==> config.mk <==
export PLATFORM = sky130hd
export DESIGN_NAME = char_lcd_nibble_write_port
export DESIGN_NICKNAME = d
export VERILOG_FILES = /design/src/design/char_lcd_nibble_write_port.sv /design/src/design/glyph_store.sv
export SDC_FILE = /design/constraint.sdc
export NUM_CORES = 1
export LEC_CHECK = 0
export BUFFER_PORTS_ARGS = -buffer_cell sky130_fd_sc_hd__buf_2
export CORE_MARGIN = 2
export CORE_UTILIZATION = 68
export DETAILED_ROUTE_END_ITERATION = 7
export PLACE_DENSITY_LB_ADDON = 0.25
export REMOVE_ABC_BUFFERS = 1
export SYNTH_ARGS = -nofsm -noshare
export SYNTH_HDL_FRONTEND = slang
export SYNTH_HIERARCHICAL = 1
export SYNTH_SLANG_ARGS = --single-unit
==> constraint.sdc <==
create_clock -name core_clk -period 8.45 [get_ports core_clk]
set_input_delay 0 -clock core_clk [delete_from_list [all_inputs] [get_ports core_clk]]
set_output_delay 0 -clock core_clk [all_outputs]
set_load 0.02 [all_outputs]
==> src/design/char_lcd_nibble_write_port.sv <==
/*
 * Holds the constants package and the top module of the display module's
 * nibble write port: pin sampling, byte assembly, instruction decode,
 * display memory, glyph addressing and a registered dot view port.
 * Assumes host pins arrive asynchronously to core_clk and that each
 * strobe high and low phase lasts far longer than four core_clk cycles.
 */
`timescale 1ns/1ps

// Functional notes
// - register select decides instruction or character data.
// - data travels over the upper four lines.
// - glyph RAM holds eight five-by-eight characters.
// - eight row bytes per glyph, low five bits.
// - pattern bit one lit, zero dark.
// - character code of glyph index shows that glyph.
package lcd_pkg;
   localparam int NIB_W = 4;
   localparam int BYTE_W = 8;
   localparam int DOT_W = 5;
   localparam int ROW_W = 3;
   localparam int GLYPH_ADDR_W = 6;
   localparam int GLYPH_DEPTH = 64;
   localparam int POS_W = 5;
   localparam int DISP_DEPTH = 32;
   localparam logic RS_INSTR = 1'b0;
   localparam logic RS_DATA = 1'b1;
   localparam logic RW_WRITE = 1'b0;
   localparam logic [7:0] CMD_CLEAR = 8'h01;
   localparam int CMD_DISP_BIT = 7;
   localparam int CMD_GLYPH_BIT = 6;
   localparam logic [7:0] CHAR_BLANK = 8'h20;
   localparam logic [4:0] GLYPH_CODE_HIGH = 5'h00;
   localparam logic [4:0] DOTS_DARK = 5'h00;

   // true for the eight codes that select a user glyph
   function automatic logic is_glyph(input logic [7:0] code);
      return code[7:3] == GLYPH_CODE_HIGH;
   endfunction : is_glyph
endpackage : lcd_pkg

module char_lcd_nibble_write_port (
   input wire logic core_clk,
   input wire logic nrst,
   input wire logic register_select,
   input wire logic read_write,
   input wire logic strobe,
   input wire logic [3:0] data_upper,
   input wire logic [4:0] view_pos,
   input wire logic [2:0] view_row,
   output logic [4:0] view_dots,
   output logic view_glyph,
   output logic [7:0] view_code,
   output logic byte_valid,
   output logic [7:0] byte_value,
   output logic byte_is_data
);
   logic [6:0] sync1, sync2, sync3, pin;
   logic stb_fall;
   logic phase;
   logic [3:0] upper;
   logic glyph_mode;
   logic [5:0] glyph_addr;
   logic [4:0] cursor;
   logic [7:0] disp_mem [lcd_pkg::DISP_DEPTH];
   logic glyph_we, disp_we, is_instr, cmd_clear;
   logic [7:0] cur_code;
   logic [4:0] glyph_rd;

   // three-stage pin sampler; a change counts once stages two and three agree
   always_ff @(posedge core_clk or negedge nrst)
      if (!nrst)
      begin
         sync1 <= 7'h00;
         sync2 <= 7'h00;
         sync3 <= 7'h00;
         pin <= 7'h00;
      end
      else
      begin
         sync1 <= {strobe, read_write, register_select, data_upper};
         sync2 <= sync1;
         sync3 <= sync2;
         for (int i = 0; i < $bits(sync1); i++)
            if (sync2[i] == sync3[i])
               pin[i] <= sync3[i];
      end

   // nibble taken on the settled falling strobe of a write transfer
   assign stb_fall = pin[6] && sync2[6] == 1'b0 && sync3[6] == 1'b0
                     && pin[5] == lcd_pkg::RW_WRITE;

   // pair nibbles, upper first, into one byte; reads are ignored
   always_ff @(posedge core_clk or negedge nrst)
      if (!nrst)
      begin
         phase <= 1'b0;
         upper <= 4'h0;
         byte_valid <= 1'b0;
         byte_value <= 8'h00;
         byte_is_data <= 1'b0;
      end
      else
      begin
         byte_valid <= 1'b0;
         if (stb_fall && !phase)
         begin
            upper <= pin[3:0];
            phase <= 1'b1;
         end
         else if (stb_fall)
         begin
            byte_value <= {upper, pin[3:0]};
            byte_is_data <= pin[4];
            byte_valid <= 1'b1;
            phase <= 1'b0;
         end
      end

   // select decides whether a byte is an instruction or character data
   assign is_instr = byte_valid && byte_is_data == lcd_pkg::RS_INSTR;
   assign glyph_we = byte_valid && byte_is_data == lcd_pkg::RS_DATA && glyph_mode;
   assign disp_we = byte_valid && byte_is_data == lcd_pkg::RS_DATA && !glyph_mode;
   assign cmd_clear = is_instr && byte_value == lcd_pkg::CMD_CLEAR;

   // address state: glyph address, cursor, and which memory takes data
   always_ff @(posedge core_clk or negedge nrst)
      if (!nrst)
      begin
         glyph_mode <= 1'b0;
         glyph_addr <= 6'h00;
         cursor <= 5'h00;
      end
      else if (is_instr && byte_value[lcd_pkg::CMD_DISP_BIT])
      begin
         cursor <= byte_value[4:0];
         glyph_mode <= 1'b0;
      end
      else if (is_instr && byte_value[lcd_pkg::CMD_GLYPH_BIT])
      begin
         glyph_addr <= byte_value[5:0];
         glyph_mode <= 1'b1;
      end
      else if (cmd_clear)
      begin
         cursor <= 5'h00;
         glyph_mode <= 1'b0;
      end
      else if (glyph_we)
         glyph_addr <= glyph_addr + 6'h01;
      else if (disp_we)
         cursor <= cursor + 5'h01;

   // display memory: character codes per screen position
   always_ff @(posedge core_clk or negedge nrst)
      if (!nrst)
      begin
         for (int i = 0; i < lcd_pkg::DISP_DEPTH; i++)
            disp_mem[i] <= lcd_pkg::CHAR_BLANK;
      end
      else if (cmd_clear)
      begin
         for (int i = 0; i < lcd_pkg::DISP_DEPTH; i++)
            disp_mem[i] <= lcd_pkg::CHAR_BLANK;
      end
      else if (disp_we)
         disp_mem[cursor] <= byte_value;

   assign cur_code = disp_mem[view_pos];

   glyph_store u_glyph (
      .core_clk(core_clk),
      .nrst(nrst),
      .wr_en(glyph_we),
      .wr_addr(glyph_addr),
      .wr_dots(byte_value[4:0]),
      .rd_addr({cur_code[2:0], view_row}),
      .rd_dots(glyph_rd)
   );

   // view port: glyph codes show their stored rows, a one bit is a lit dot
   always_ff @(posedge core_clk or negedge nrst)
      if (!nrst)
      begin
         view_dots <= 5'h00;
         view_glyph <= 1'b0;
         view_code <= 8'h00;
      end
      else
      begin
         view_code <= cur_code;
         view_glyph <= lcd_pkg::is_glyph(cur_code);
         view_dots <= lcd_pkg::is_glyph(cur_code) ? glyph_rd : lcd_pkg::DOTS_DARK;
      end

   a_instr_no_store: assert property (@(posedge core_clk) disable iff (!nrst)
      is_instr |-> !glyph_we && !disp_we)
      else $error("instruction byte stored as data");
   a_data_select: assert property (@(posedge core_clk) disable iff (!nrst)
      (glyph_we || disp_we) |-> byte_is_data == lcd_pkg::RS_DATA && glyph_we != disp_we)
      else $error("data write without select high");
   a_nibble_pair: assert property (@(posedge core_clk) disable iff (!nrst)
      stb_fall && phase |=> byte_valid && byte_value[3:0] == $past(pin[3:0])
      && byte_value[7:4] == $past(upper) && !phase)
      else $error("nibbles paired wrongly");
   a_glyph_step: assert property (@(posedge core_clk) disable iff (!nrst)
      glyph_we |=> glyph_addr == $past(glyph_addr) + 6'h01)
      else $error("glyph address did not advance");
   a_glyph_base: assert property (@(posedge core_clk) disable iff (!nrst)
      is_instr && !byte_value[7] && byte_value[6] |=> glyph_mode
      && glyph_addr == $past(byte_value[5:0]))
      else $error("glyph address not loaded");
   a_glyph_show: assert property (@(posedge core_clk) disable iff (!nrst)
      lcd_pkg::is_glyph(cur_code) |=> view_glyph && view_code == $past(cur_code))
      else $error("glyph code not shown as glyph");
   a_dot_map: assert property (@(posedge core_clk) disable iff (!nrst)
      ##1 view_dots == ($past(lcd_pkg::is_glyph(cur_code)) ? $past(glyph_rd)
      : lcd_pkg::DOTS_DARK))
      else $error("dot pattern mismatch");
endmodule : char_lcd_nibble_write_port

==> src/design/glyph_store.sv <==
/*
 * Glyph pattern store: eight glyphs of eight rows, five dots per row,
 * in flip-flops. Assumes one writer on core_clk and a combinational reader.
 */
`timescale 1ns/1ps

module glyph_store (
   input wire logic core_clk,
   input wire logic nrst,
   input wire logic wr_en,
   input wire logic [5:0] wr_addr,
   input wire logic [4:0] wr_dots,
   input wire logic [5:0] rd_addr,
   output logic [4:0] rd_dots
);
   logic [4:0] mem [lcd_pkg::GLYPH_DEPTH];

   // row store; only the low five pattern bits are kept
   always_ff @(posedge core_clk or negedge nrst)
      if (!nrst)
      begin
         for (int i = 0; i < lcd_pkg::GLYPH_DEPTH; i++)
            mem[i] <= 5'h00;
      end
      else if (wr_en)
         mem[wr_addr] <= wr_dots;

   assign rd_dots = mem[rd_addr];

   a_row_written: assert property (@(posedge core_clk) disable iff (!nrst)
      wr_en |=> mem[$past(wr_addr)] == $past(wr_dots))
      else $error("glyph row not written");
endmodule : glyph_store

Word level (Yosys, flattened, before mapping). Index checks and enable logic that the tools add are counted.

Register bits: 645. Latch bits: 0. RAM bits: 0. ROM bits: 0. Input port bits: 17. Output and inout port bits: 24. Word-level logic and storage cells: 200. Memories kept: 0.

Add/subtract/negate cells: 2. $mul: 0. Divide/modulo/power cells: 0. Magnitude comparators: 6. Eq/ne operators: 11. Shift-type cells: 0. Muxes and demuxes: 30. Bitwise logic cells: 10. Reduce and logical (&&, ||, !) cells: 24.

Operator list (number): $mux 256 (2); $bwmux 320 (1); $bwmux 256 (1); $mux 5 (9); $bmux 8 s5 (1); $demux 8 s5 (1); $bmux 5 s6 (1); $demux 5 s6 (1); $mux 8 (3); $mux 6 (3); $ge 7x7->1 const B (2); $not 6->7 (2); $logic_and 1x1->1 (13); $ge 6x6->1 const B (2); $not 5->6 (2); $eq 8x1->1 const B (1); $eq 1x1->1 (7); $lt 7x1->1 const B (1); $mux 1 (7); $add 6x1->6 const B (1); $lt 6x1->1 const B (1); $not 1->1 (6); $reduce_and 3->1 (2); $reduce_bool 2->1 (3); 8 further kinds (10).

Depth between registers and ports, before layout. Gate-level depths: netlist (run 1).

Depth in word-level cells: 9. Gate-level depth with buffers: 13. Depth with buffers taken out: 8.

Modules after synthesis. Netlist (run 1), hierarchy kept.

By module, submodules not included: glyph_store (times used 1, cells an instance 975, area an instance 14786.7 um^2, seq. area each 8007.7 um^2); char_lcd_nibble_write_port (times used 1, cells an instance 1000, area an instance 13862.0 um^2, seq. area each 8172.8 um^2).

Worst setup path before layout (run 1). OpenSTA, ideal clock, no wires.

Path kind: input to register. From: input port view_pos[0]. To: register view_dots[1]. Setup time: 0.144 ns. Data arrival time: 3.452 ns. Required time: 8.306 ns. Setup slack: 4.854 ns. Stages: 11. Path through: buf_2 buf_2 buf_1 mux4_2 mux4_2 mux2_2 or3b_2 o221ai_1 a21oi_1 a22o_1 nor3b_2.

Longest elaborated chain between the ends: 9. Elaborated cells on any way between the ends: 10. Classes of those cells: 7 x mux; 2 x bitwise; 1 x reduce/logical.

RTL lines: start, declared (RTL line char_lcd_nibble_write_port.sv:49) `input wire logic [4:0] view_pos,`; $not 5->6 (not written as such) (RTL line char_lcd_nibble_write_port.sv:169) `assign cur_code = disp_mem[view_pos];`; $bmux 8 s5 (RTL line char_lcd_nibble_write_port.sv:169); $mux 8 (not written as such) (2 in a row) (RTL line char_lcd_nibble_write_port.sv:169); net cur_code[1] (RTL line char_lcd_nibble_write_port.sv:67) `logic [7:0] cur_code;`; $not 6->7 (not written as such) (RTL line glyph_store.sv:28) `assign rd_dots = mem[rd_addr];`; $bmux 5 s6 (RTL line glyph_store.sv:28); $mux 5 (not written as such) (2 in a row) (RTL line glyph_store.sv:28); net glyph_rd[1] (RTL line char_lcd_nibble_write_port.sv:68) `logic [4:0] glyph_rd;`; $mux 5 (RTL line char_lcd_nibble_write_port.sv:193) `view_dots <= lcd_pkg::is_glyph(cur_code) ? glyph_rd : lcd_pkg::DOTS_DARK;`; end signal, assigned (RTL line char_lcd_nibble_write_port.sv:193); end, declared (RTL line char_lcd_nibble_write_port.sv:51) `output logic [4:0] view_dots,`.

The timed path passes the listed nets, and every way through them passes these cells. The select of a mux whose other input is x is not followed. A chain may end at the register's enable or synchronous reset.

Final worst setup path (run 1).
From: register byte_is_data. To: register u_glyph/mem[144] (netlist name).

Longest elaborated chain between the ends: 2.

RTL lines: start, declared (RTL line char_lcd_nibble_write_port.sv:56) `output logic byte_is_data`; start signal, assigned (RTL line char_lcd_nibble_write_port.sv:114) `byte_is_data <= pin[4];`; $logic_and 1x1->1 (2 in a row) (RTL line char_lcd_nibble_write_port.sv:122) `assign glyph_we = byte_valid && byte_is_data == lcd_pkg::RS_DATA && glyph_mode;`; net glyph_we (RTL line char_lcd_nibble_write_port.sv:66) `logic glyph_we, disp_we, is_instr, cmd_clear;`; end signal, assigned by index (RTL line glyph_store.sv:26) `mem[wr_addr] <= wr_dots;`; end, declared (RTL line glyph_store.sv:16) `logic [4:0] mem [lcd_pkg::GLYPH_DEPTH];`.

The timed path passes the listed nets, and every way through them passes these cells.

==> results of run 1 <==
-- power breakdown --
part / internal (W) / switching, W / total (W)
clock network: 0.00177 / 0.00119 / 0.00297
registers: 0.00324 / 0.000202 / 0.00344
logic: 0.000218 / 0.000636 / 0.000855
total: 0.00523 / 0.00203 / 0.00726
-- synthesized netlist by cell type (all sizes together), types with 2 or more instances --
cell type	instances	area share [%]
mux2	349	14
a32o	4	0.14
a32oi	2	0.061
mux4	155	12
o221ai	8	0.24
o211ai	4	0.10
clkbuf	90	1.2
nor2b	7	0.15
dfrtp	613	54
o21a	3	0.079
or3b	2	0.061
nand3b	5	0.13
nor4	2	0.044
o22ai	10	0.22
o21ai	31	0.54
a221oi	4	0.12
a31oi	5	0.11
buf	47	0.93
nand3	26	0.45
nand2b	3	0.066
a22oi	2	0.052
and3	5	0.11
o22a	5	0.15
maj3	7	0.24
inv	10	0.13
nor2	129	1.7
nor3	33	0.58
a21oi	58	1.0
nor3b	11	0.38
mux2i	20	0.70
nand2	61	0.80
a211oi	5	0.15
dfstp	32	2.9
ha	5	0.22
nand4	2	0.044
a22o	204	6.2
and2	8	0.17
-- metrics by stage --
| step | setup slack (ns) | hold slack [ns] | total power [W] | instances |
|---|---|---|---|---|
| CTS | 5.01 | 0.0187 | 0.00728 | 2570 |
| global route | 4.68 | 0.0366 | 0.00750 | 2570 |
| global placement | 4.79 | 0.109 | 0.00429 | 2442 |
| detailed placement | 4.66 | 0.110 | 0.00432 | 2442 |
| floorplan | 4.00 | -0.296 | 0.00383 | 1838 |
| finish | 4.84 | 0.0464 | 0.00726 | 2571 |
-- cell usage in the layout, fill, tap and decap left out, types with 6 or more instances in the layout --
cell type,netlist,routed
maj3_1,7,7
buf_2,19,36
nor2_1,129,129
mux4_2,148,148
mux2_2,349,349
and2_1,8,8
nor3_1,33,33
o22ai_1,10,10
nand2_1,61,61
mux2i_1,20,20
dfrtp_1,613,608
o21ai_0,26,26
clkbuf_8,0,16
clkbuf_1,90,19
dfstp_2,32,32
buf_4,5,27
clkinv_2,0,7
nor3b_1,6,6
nand3_1,26,26
mux4_1,7,7
clkbuf_16,0,71
inv_1,10,10
nor2b_1,7,7
dlygate4sd3_1,0,9
a22o_1,204,204
o221ai_1,8,8
a21oi_1,58,58
-- layer usage --
layer	wire length (um)	part of all wire [%]	vias to the layer above
met1	29000	40	9709
met5	0	0	-
met2	33500	46	1031
met4	2170	3.0	0
li1	-	-	7498
met3	7430	10	166
-- area by class of cell --
type	instances	area [um^2]
Antenna cell	1	2.50
Clock buffer	106	2070
Clock inverter	13	151
Fill cell	2452	10300
Inverter	10	37.5
Multi-Input combinational cell	1183	11800
Sequential cell	645	16200
Tap cell	539	674
Timing Repair Buffer	74	508
-- registers in the layout, indices dropped and copies added, names as in the netlist, 5 cells and up --
register,count
u_glyph/mem,320
disp_mem,256
byte_value,8
view_code,8
pin,7
sync1,7
sync2,7
sync3,7
glyph_addr,6
cursor,5
view_dots,5
-- worst register-to-register path, cell delays in order, from the launching register on --
cell and delay, ns:
dfrtp_1 0.45, nor3b_1 0.22, o21ai_1 0.08, buf_4 0.19
a21oi_1 0.40, nor2b_1 0.40, nand3_1 0.63, nor2_1 0.72
mux2_2 0.42
-- worst min-delay path by stage --
stage	from	to	slack [ns]	cells past startpoint
global route	read_write	sync1[5]	0.04	2
finish	data_upper[2]	sync1[2]	0.05	2
CTS	data_upper[2]	sync1[2]	0.02	2
global placement	data_upper[3]	sync1[3]	0.11	1
detailed placement	strobe	sync1[6]	0.11	1
floorplan	nrst	byte_is_data	-0.30	0
-- cell families after synthesis --
logic type                 Yosys count
buffers and inverters              147
AOI/OAI and AO/OA                  346
and+or+nand+nor                    300
adders and majority gates           12
xor gates and xnor gates             1
muxes                              524
DFF                                645
==> impl_metrics.ini, run 1 <==
[outcome]
status = finished, final reports clean

[floorplan]
core_area_mm2 = 0.0418
num_rows = 75
die_w_um = 209
die-area_mm2 = 0.0438
initial_core_util_pct = 68.6
die_y_um = 209
ioPinCount = 41

[sta]
skew_ns = 0.0228
min_period_over_period_pct = 42.7
setup_viol = 0
hold_viol_final = 0
drv_slew = 0
fmax_ghz = 0.277
tightest_slew_ns = 1.28
slew_headroom_pct = 14.5
rsz0062_at_grt = no
period_minus_slack_ns = 3.61
setup_tns_ns = 0

[place]
hpwlAfterDp_um = 43600
gp_congestion = 0.903
placed_cell_area_mm2 = 0.0292
portBuffers = 40

[finish]
final_cell_area_mm2 = 0.0315
final_layout_size_suffix_gt1_share_pct = 34.9
fin_util_pct = 75.4
nets = 2003
area_delta_synth_final_pct = 9.84

[clock_network]
clk_latency_ns = 0.60
root_buffer = clkbuf_16
post_cts_resize_count = 0
clkSinkCount = 645
hold_buffers = 9
clk_pin_slew_ns = 0.06
cts_setup_buffers = 0
clk_path_buf_depth = 3
h-tree-depth = 3
numCtsBuffers = 67
cts_tree = built

[flow_run]
drv_cap = 0

[grt]
grt_pass1_wl_um = 114000
grt_pass1_vias = 19058
top_usage_layer = met2
antenna_found_initial = 0
use_met2_pct = 50.8
overflow = 0
grt_max_degree = 198
grtUsageMet1_pct = 50.3
grt_use_met3_pct = 9.70
grt.total_usage_pct = 34.4

[route]
ant_nets = 0
wire_per_inst_um = 28.0
finalWirelength_um = 72100
vias_per_cell = 7.16
drt_iter0_markers = 2270
dr_total_vias = 18404
drt_pass1_iterations = 7
drc_errors = 0

[setup_path]
r2r-start = byte_is_data
crit_cells = 8
slowest_delay_ns = 0.71
crit_end = u_glyph/mem[144]
worstSetupPathType = flop to flop
reg2regPathDepth = 8
crit_chain = nor3b_1 > o21ai_1 > buf_4 > a21oi_1 > nor2b_1 > nand3_1 > nor2_1 > mux2_2
arrival_ns = 4.08
worst_path_max_delay_cell = nor2_1
crit_family = simple AND/OR/NAND/NOR gates
critPathMaxFanout = 15
rrSetupSlack_ns = 4.84
worstSetupStartpointType = flop
path_buf_inv = 1
crit_path_start = byte_is_data
reg2reg_to = u_glyph/mem[144]
critPathRequiredTime_ns = 8.92
crit_path_end_kind = flop

[synth]
synth-adder-area-share_pct = 0.463
ys_seq_area_share_pct = 56.5
synth-seq-cells = 645
synth_flop_cell = dfrtp_1
avgSynthCellArea_um2 = 14.5
synth_compound_area_share_pct = 9.25
yosys.cell_types.count = 53
synthSimpleGateAreaFrac_pct = 4.84
synth-edff-count = 0
synthCells = 1975
synthMuxAreaShare_pct = 26.7
yosysWarnings = 6
async_flop_share_pct = 100
synth_top_family_by_area = multiplexers
synth_xor_area_share_pct = 0.0306
netlist_area_mm2 = 0.0286

[power_and_ir_drop]
p_leak_nw = 14.7
power_density_mw_per_mm2 = 231
ir_worst_vdd_v = 0.000270

[min_path]
hold_path_class = input port to flop
(Power assumes the default switching activity.)
==> inputs of run 2 (changes only) <==
--- a/config.mk
+++ b/config.mk
@@ -7,7 +7,7 @@
 export LEC_CHECK = 0
 export BUFFER_PORTS_ARGS = -buffer_cell sky130_fd_sc_hd__buf_2
 export CORE_MARGIN = 2
-export CORE_UTILIZATION = 68
+export CORE_UTILIZATION = 63
 export DETAILED_ROUTE_END_ITERATION = 7
 export PLACE_DENSITY_LB_ADDON = 0.25
 export REMOVE_ABC_BUFFERS = 1
==> constraint.sdc (replaced) <==
create_clock -name core_clk -period 3.6 [get_ports core_clk]
set_input_delay 0 -clock core_clk [delete_from_list [all_inputs] [get_ports core_clk]]
set_output_delay 0 -clock core_clk [all_outputs]
set_load 0.02 [all_outputs]
==> impl_metrics.ini, run 2 (synthesis results as in run 1) <==
[sta]
setup_viol = 0
period_minus_slack_ns = 3.32
hold_viol_final = 0
holdWs_ns = 0.0394
drv_slew = 0
rsz0062_at_grt = no
layout_setup_ws_ns = 0.277
tightest_slew_ns = 1.27
min_period_over_period_pct = 92.3
fmax_ghz = 0.301
skew_ns = 0.0237
slew_headroom_pct = 15.1

[finish]
largest_reg_flops = 320
nets = 2042
final_cell_area_mm2 = 0.0320
layout_common_cells = dfrtp_1, mux2_2, a22o_1
final_common_cell = dfrtp_1
num_antenna_cells = 0
stdcell_count = 2670
seqCellArea_mm2 = 0.0162
biggestRegsByFlops = u_glyph/mem (320), disp_mem (256)
fill_cells = 2921
multi_input_area_mm2 = 0.0118
area_delta_synth_final_pct = 11.8
final_layout_size_suffix_gt1_share_pct = 36.2
largest_register = u_glyph/mem

[clock_network]
clk_pin_slew_ns = 0.06
numCtsBuffers = 66
cts_tree = built
h-tree-depth = 3
clkSinkCount = 645
cts_setup_buffers = 0
clk_latency_ns = 0.60
root_buffer = clkbuf_16
clk_path_buf_depth = 3

[place]
place_ws_ns = 0.289
gp_congestion = 0.838
dp.cells = 2543
placed_cell_area_mm2 = 0.0297
hpwlAfterDp_um = 44100
portBuffers = 40

[setup_path]
slowest_delay_ns = 0.66
worstSetupStartpointType = flop
crit_path_end_kind = flop
crit_chain = nor3b_1 > o21ai_1 > a21oi_1 > nor2b_1 > nand3_1 > nor2_1 > mux2_2
worstSetupPathType = flop to flop
critPathMaxFanout = 8
critPathRequiredTime_ns = 4.07
crit_path_start = byte_is_data
path_buf_inv = 0
crit_family = simple AND/OR/NAND/NOR gates
rrSetupSlack_ns = 0.28
arrival_ns = 3.79
r2r-start = byte_is_data
worst_path_max_delay_cell = nor2_1

[route]
vias_per_cell = 6.84
finalWirelength_um = 71300
wire_per_inst_um = 26.7
ant_nets = 0
drc_errors = 0
dr_total_vias = 18250
drt_pass1_iterations = 5
drt_iter0_markers = 1853

[floorplan]
initial_core_util_pct = 63.5
num_rows = 78
die_y_um = 217
die_w_um = 217
core_area_mm2 = 0.0451
ioPinCount = 41
die-area_mm2 = 0.0472

[grt]
antenna_found_initial = 1
grt.total_usage_pct = 31.6
grt_pass1_vias = 19278
overflow = 0
grt_pass1_wl_um = 114000
grt_max_degree = 105

[min_path]
worstHoldStart = data_upper[0]
hold_path_class = input port to flop

[power_and_ir_drop]
fin_total_pwr_w = 0.0172
ir_worst_vdd_v = 0.000819
power_density_mw_per_mm2 = 538
p_leak_nw = 15.0

[outcome]
status = finished, final reports clean

[flow_run]
drv_cap = 0
run 2: metal layers:
metal	up-vias	track usage (%)	part of all wire (%)
met5	-	0	0.018
met4	2	10.3	2.6
met3	142	7.25	8.7
met2	824	47.2	46
met1	9686	46.8	42
li1	7596	-	-
run 2: final timing paths:
| kind | end | depth (start not counted) |
|---|---|---|
| worst max-delay path | u_glyph/mem[260] | 7 |
| worst min-delay path | sync1[0] | 2 |
| worst max register to register | u_glyph/mem[260] | 7 |
| worst min register to register | sync2[6] | 0 |
| max in group asynchronous | u_glyph/mem[36] | 3 |
| min in group asynchronous | sync2[5] | 2 |
run 2: layout make-up:
| cell class | count | share of cell area [%] |
|---|---|---|
| Clock buffer | 108 | 6.64 |
| Clock inverter | 10 | 0.469 |
| Inverter | 10 | 0.117 |
| Sequential cell | 645 | 50.6 |
| Multi-Input combinational cell | 1183 | 36.9 |
| Timing Repair Buffer | 114 | 2.95 |
| Tap cell | 600 | 2.34 |
run 2: what timing repair did:
item                      CTS  global route
hold buffers                9             0
resized for setup           0             0
hold endpoints to repair  106             0
run 2: where the power goes:
| part | leakage, nW | switching, W | internal (W) | total (W) |
|---|---|---|---|---|
| registers | 8.80 | 0.000187 | 0.00760 | 0.00779 |
| logic | 5.08 | 0.00181 | 0.000545 | 0.00235 |
| clock network | 1.12 | 0.00277 | 0.00432 | 0.00709 |
run 2: through the flow:
step	setup TNS, ns	util [%]
after CTS	0	71.1
after global placement	0	65.8
after floorplan	-135.86	-
after detailed placement	0	65.8
after global routing	0	71.1
final	0	71.1
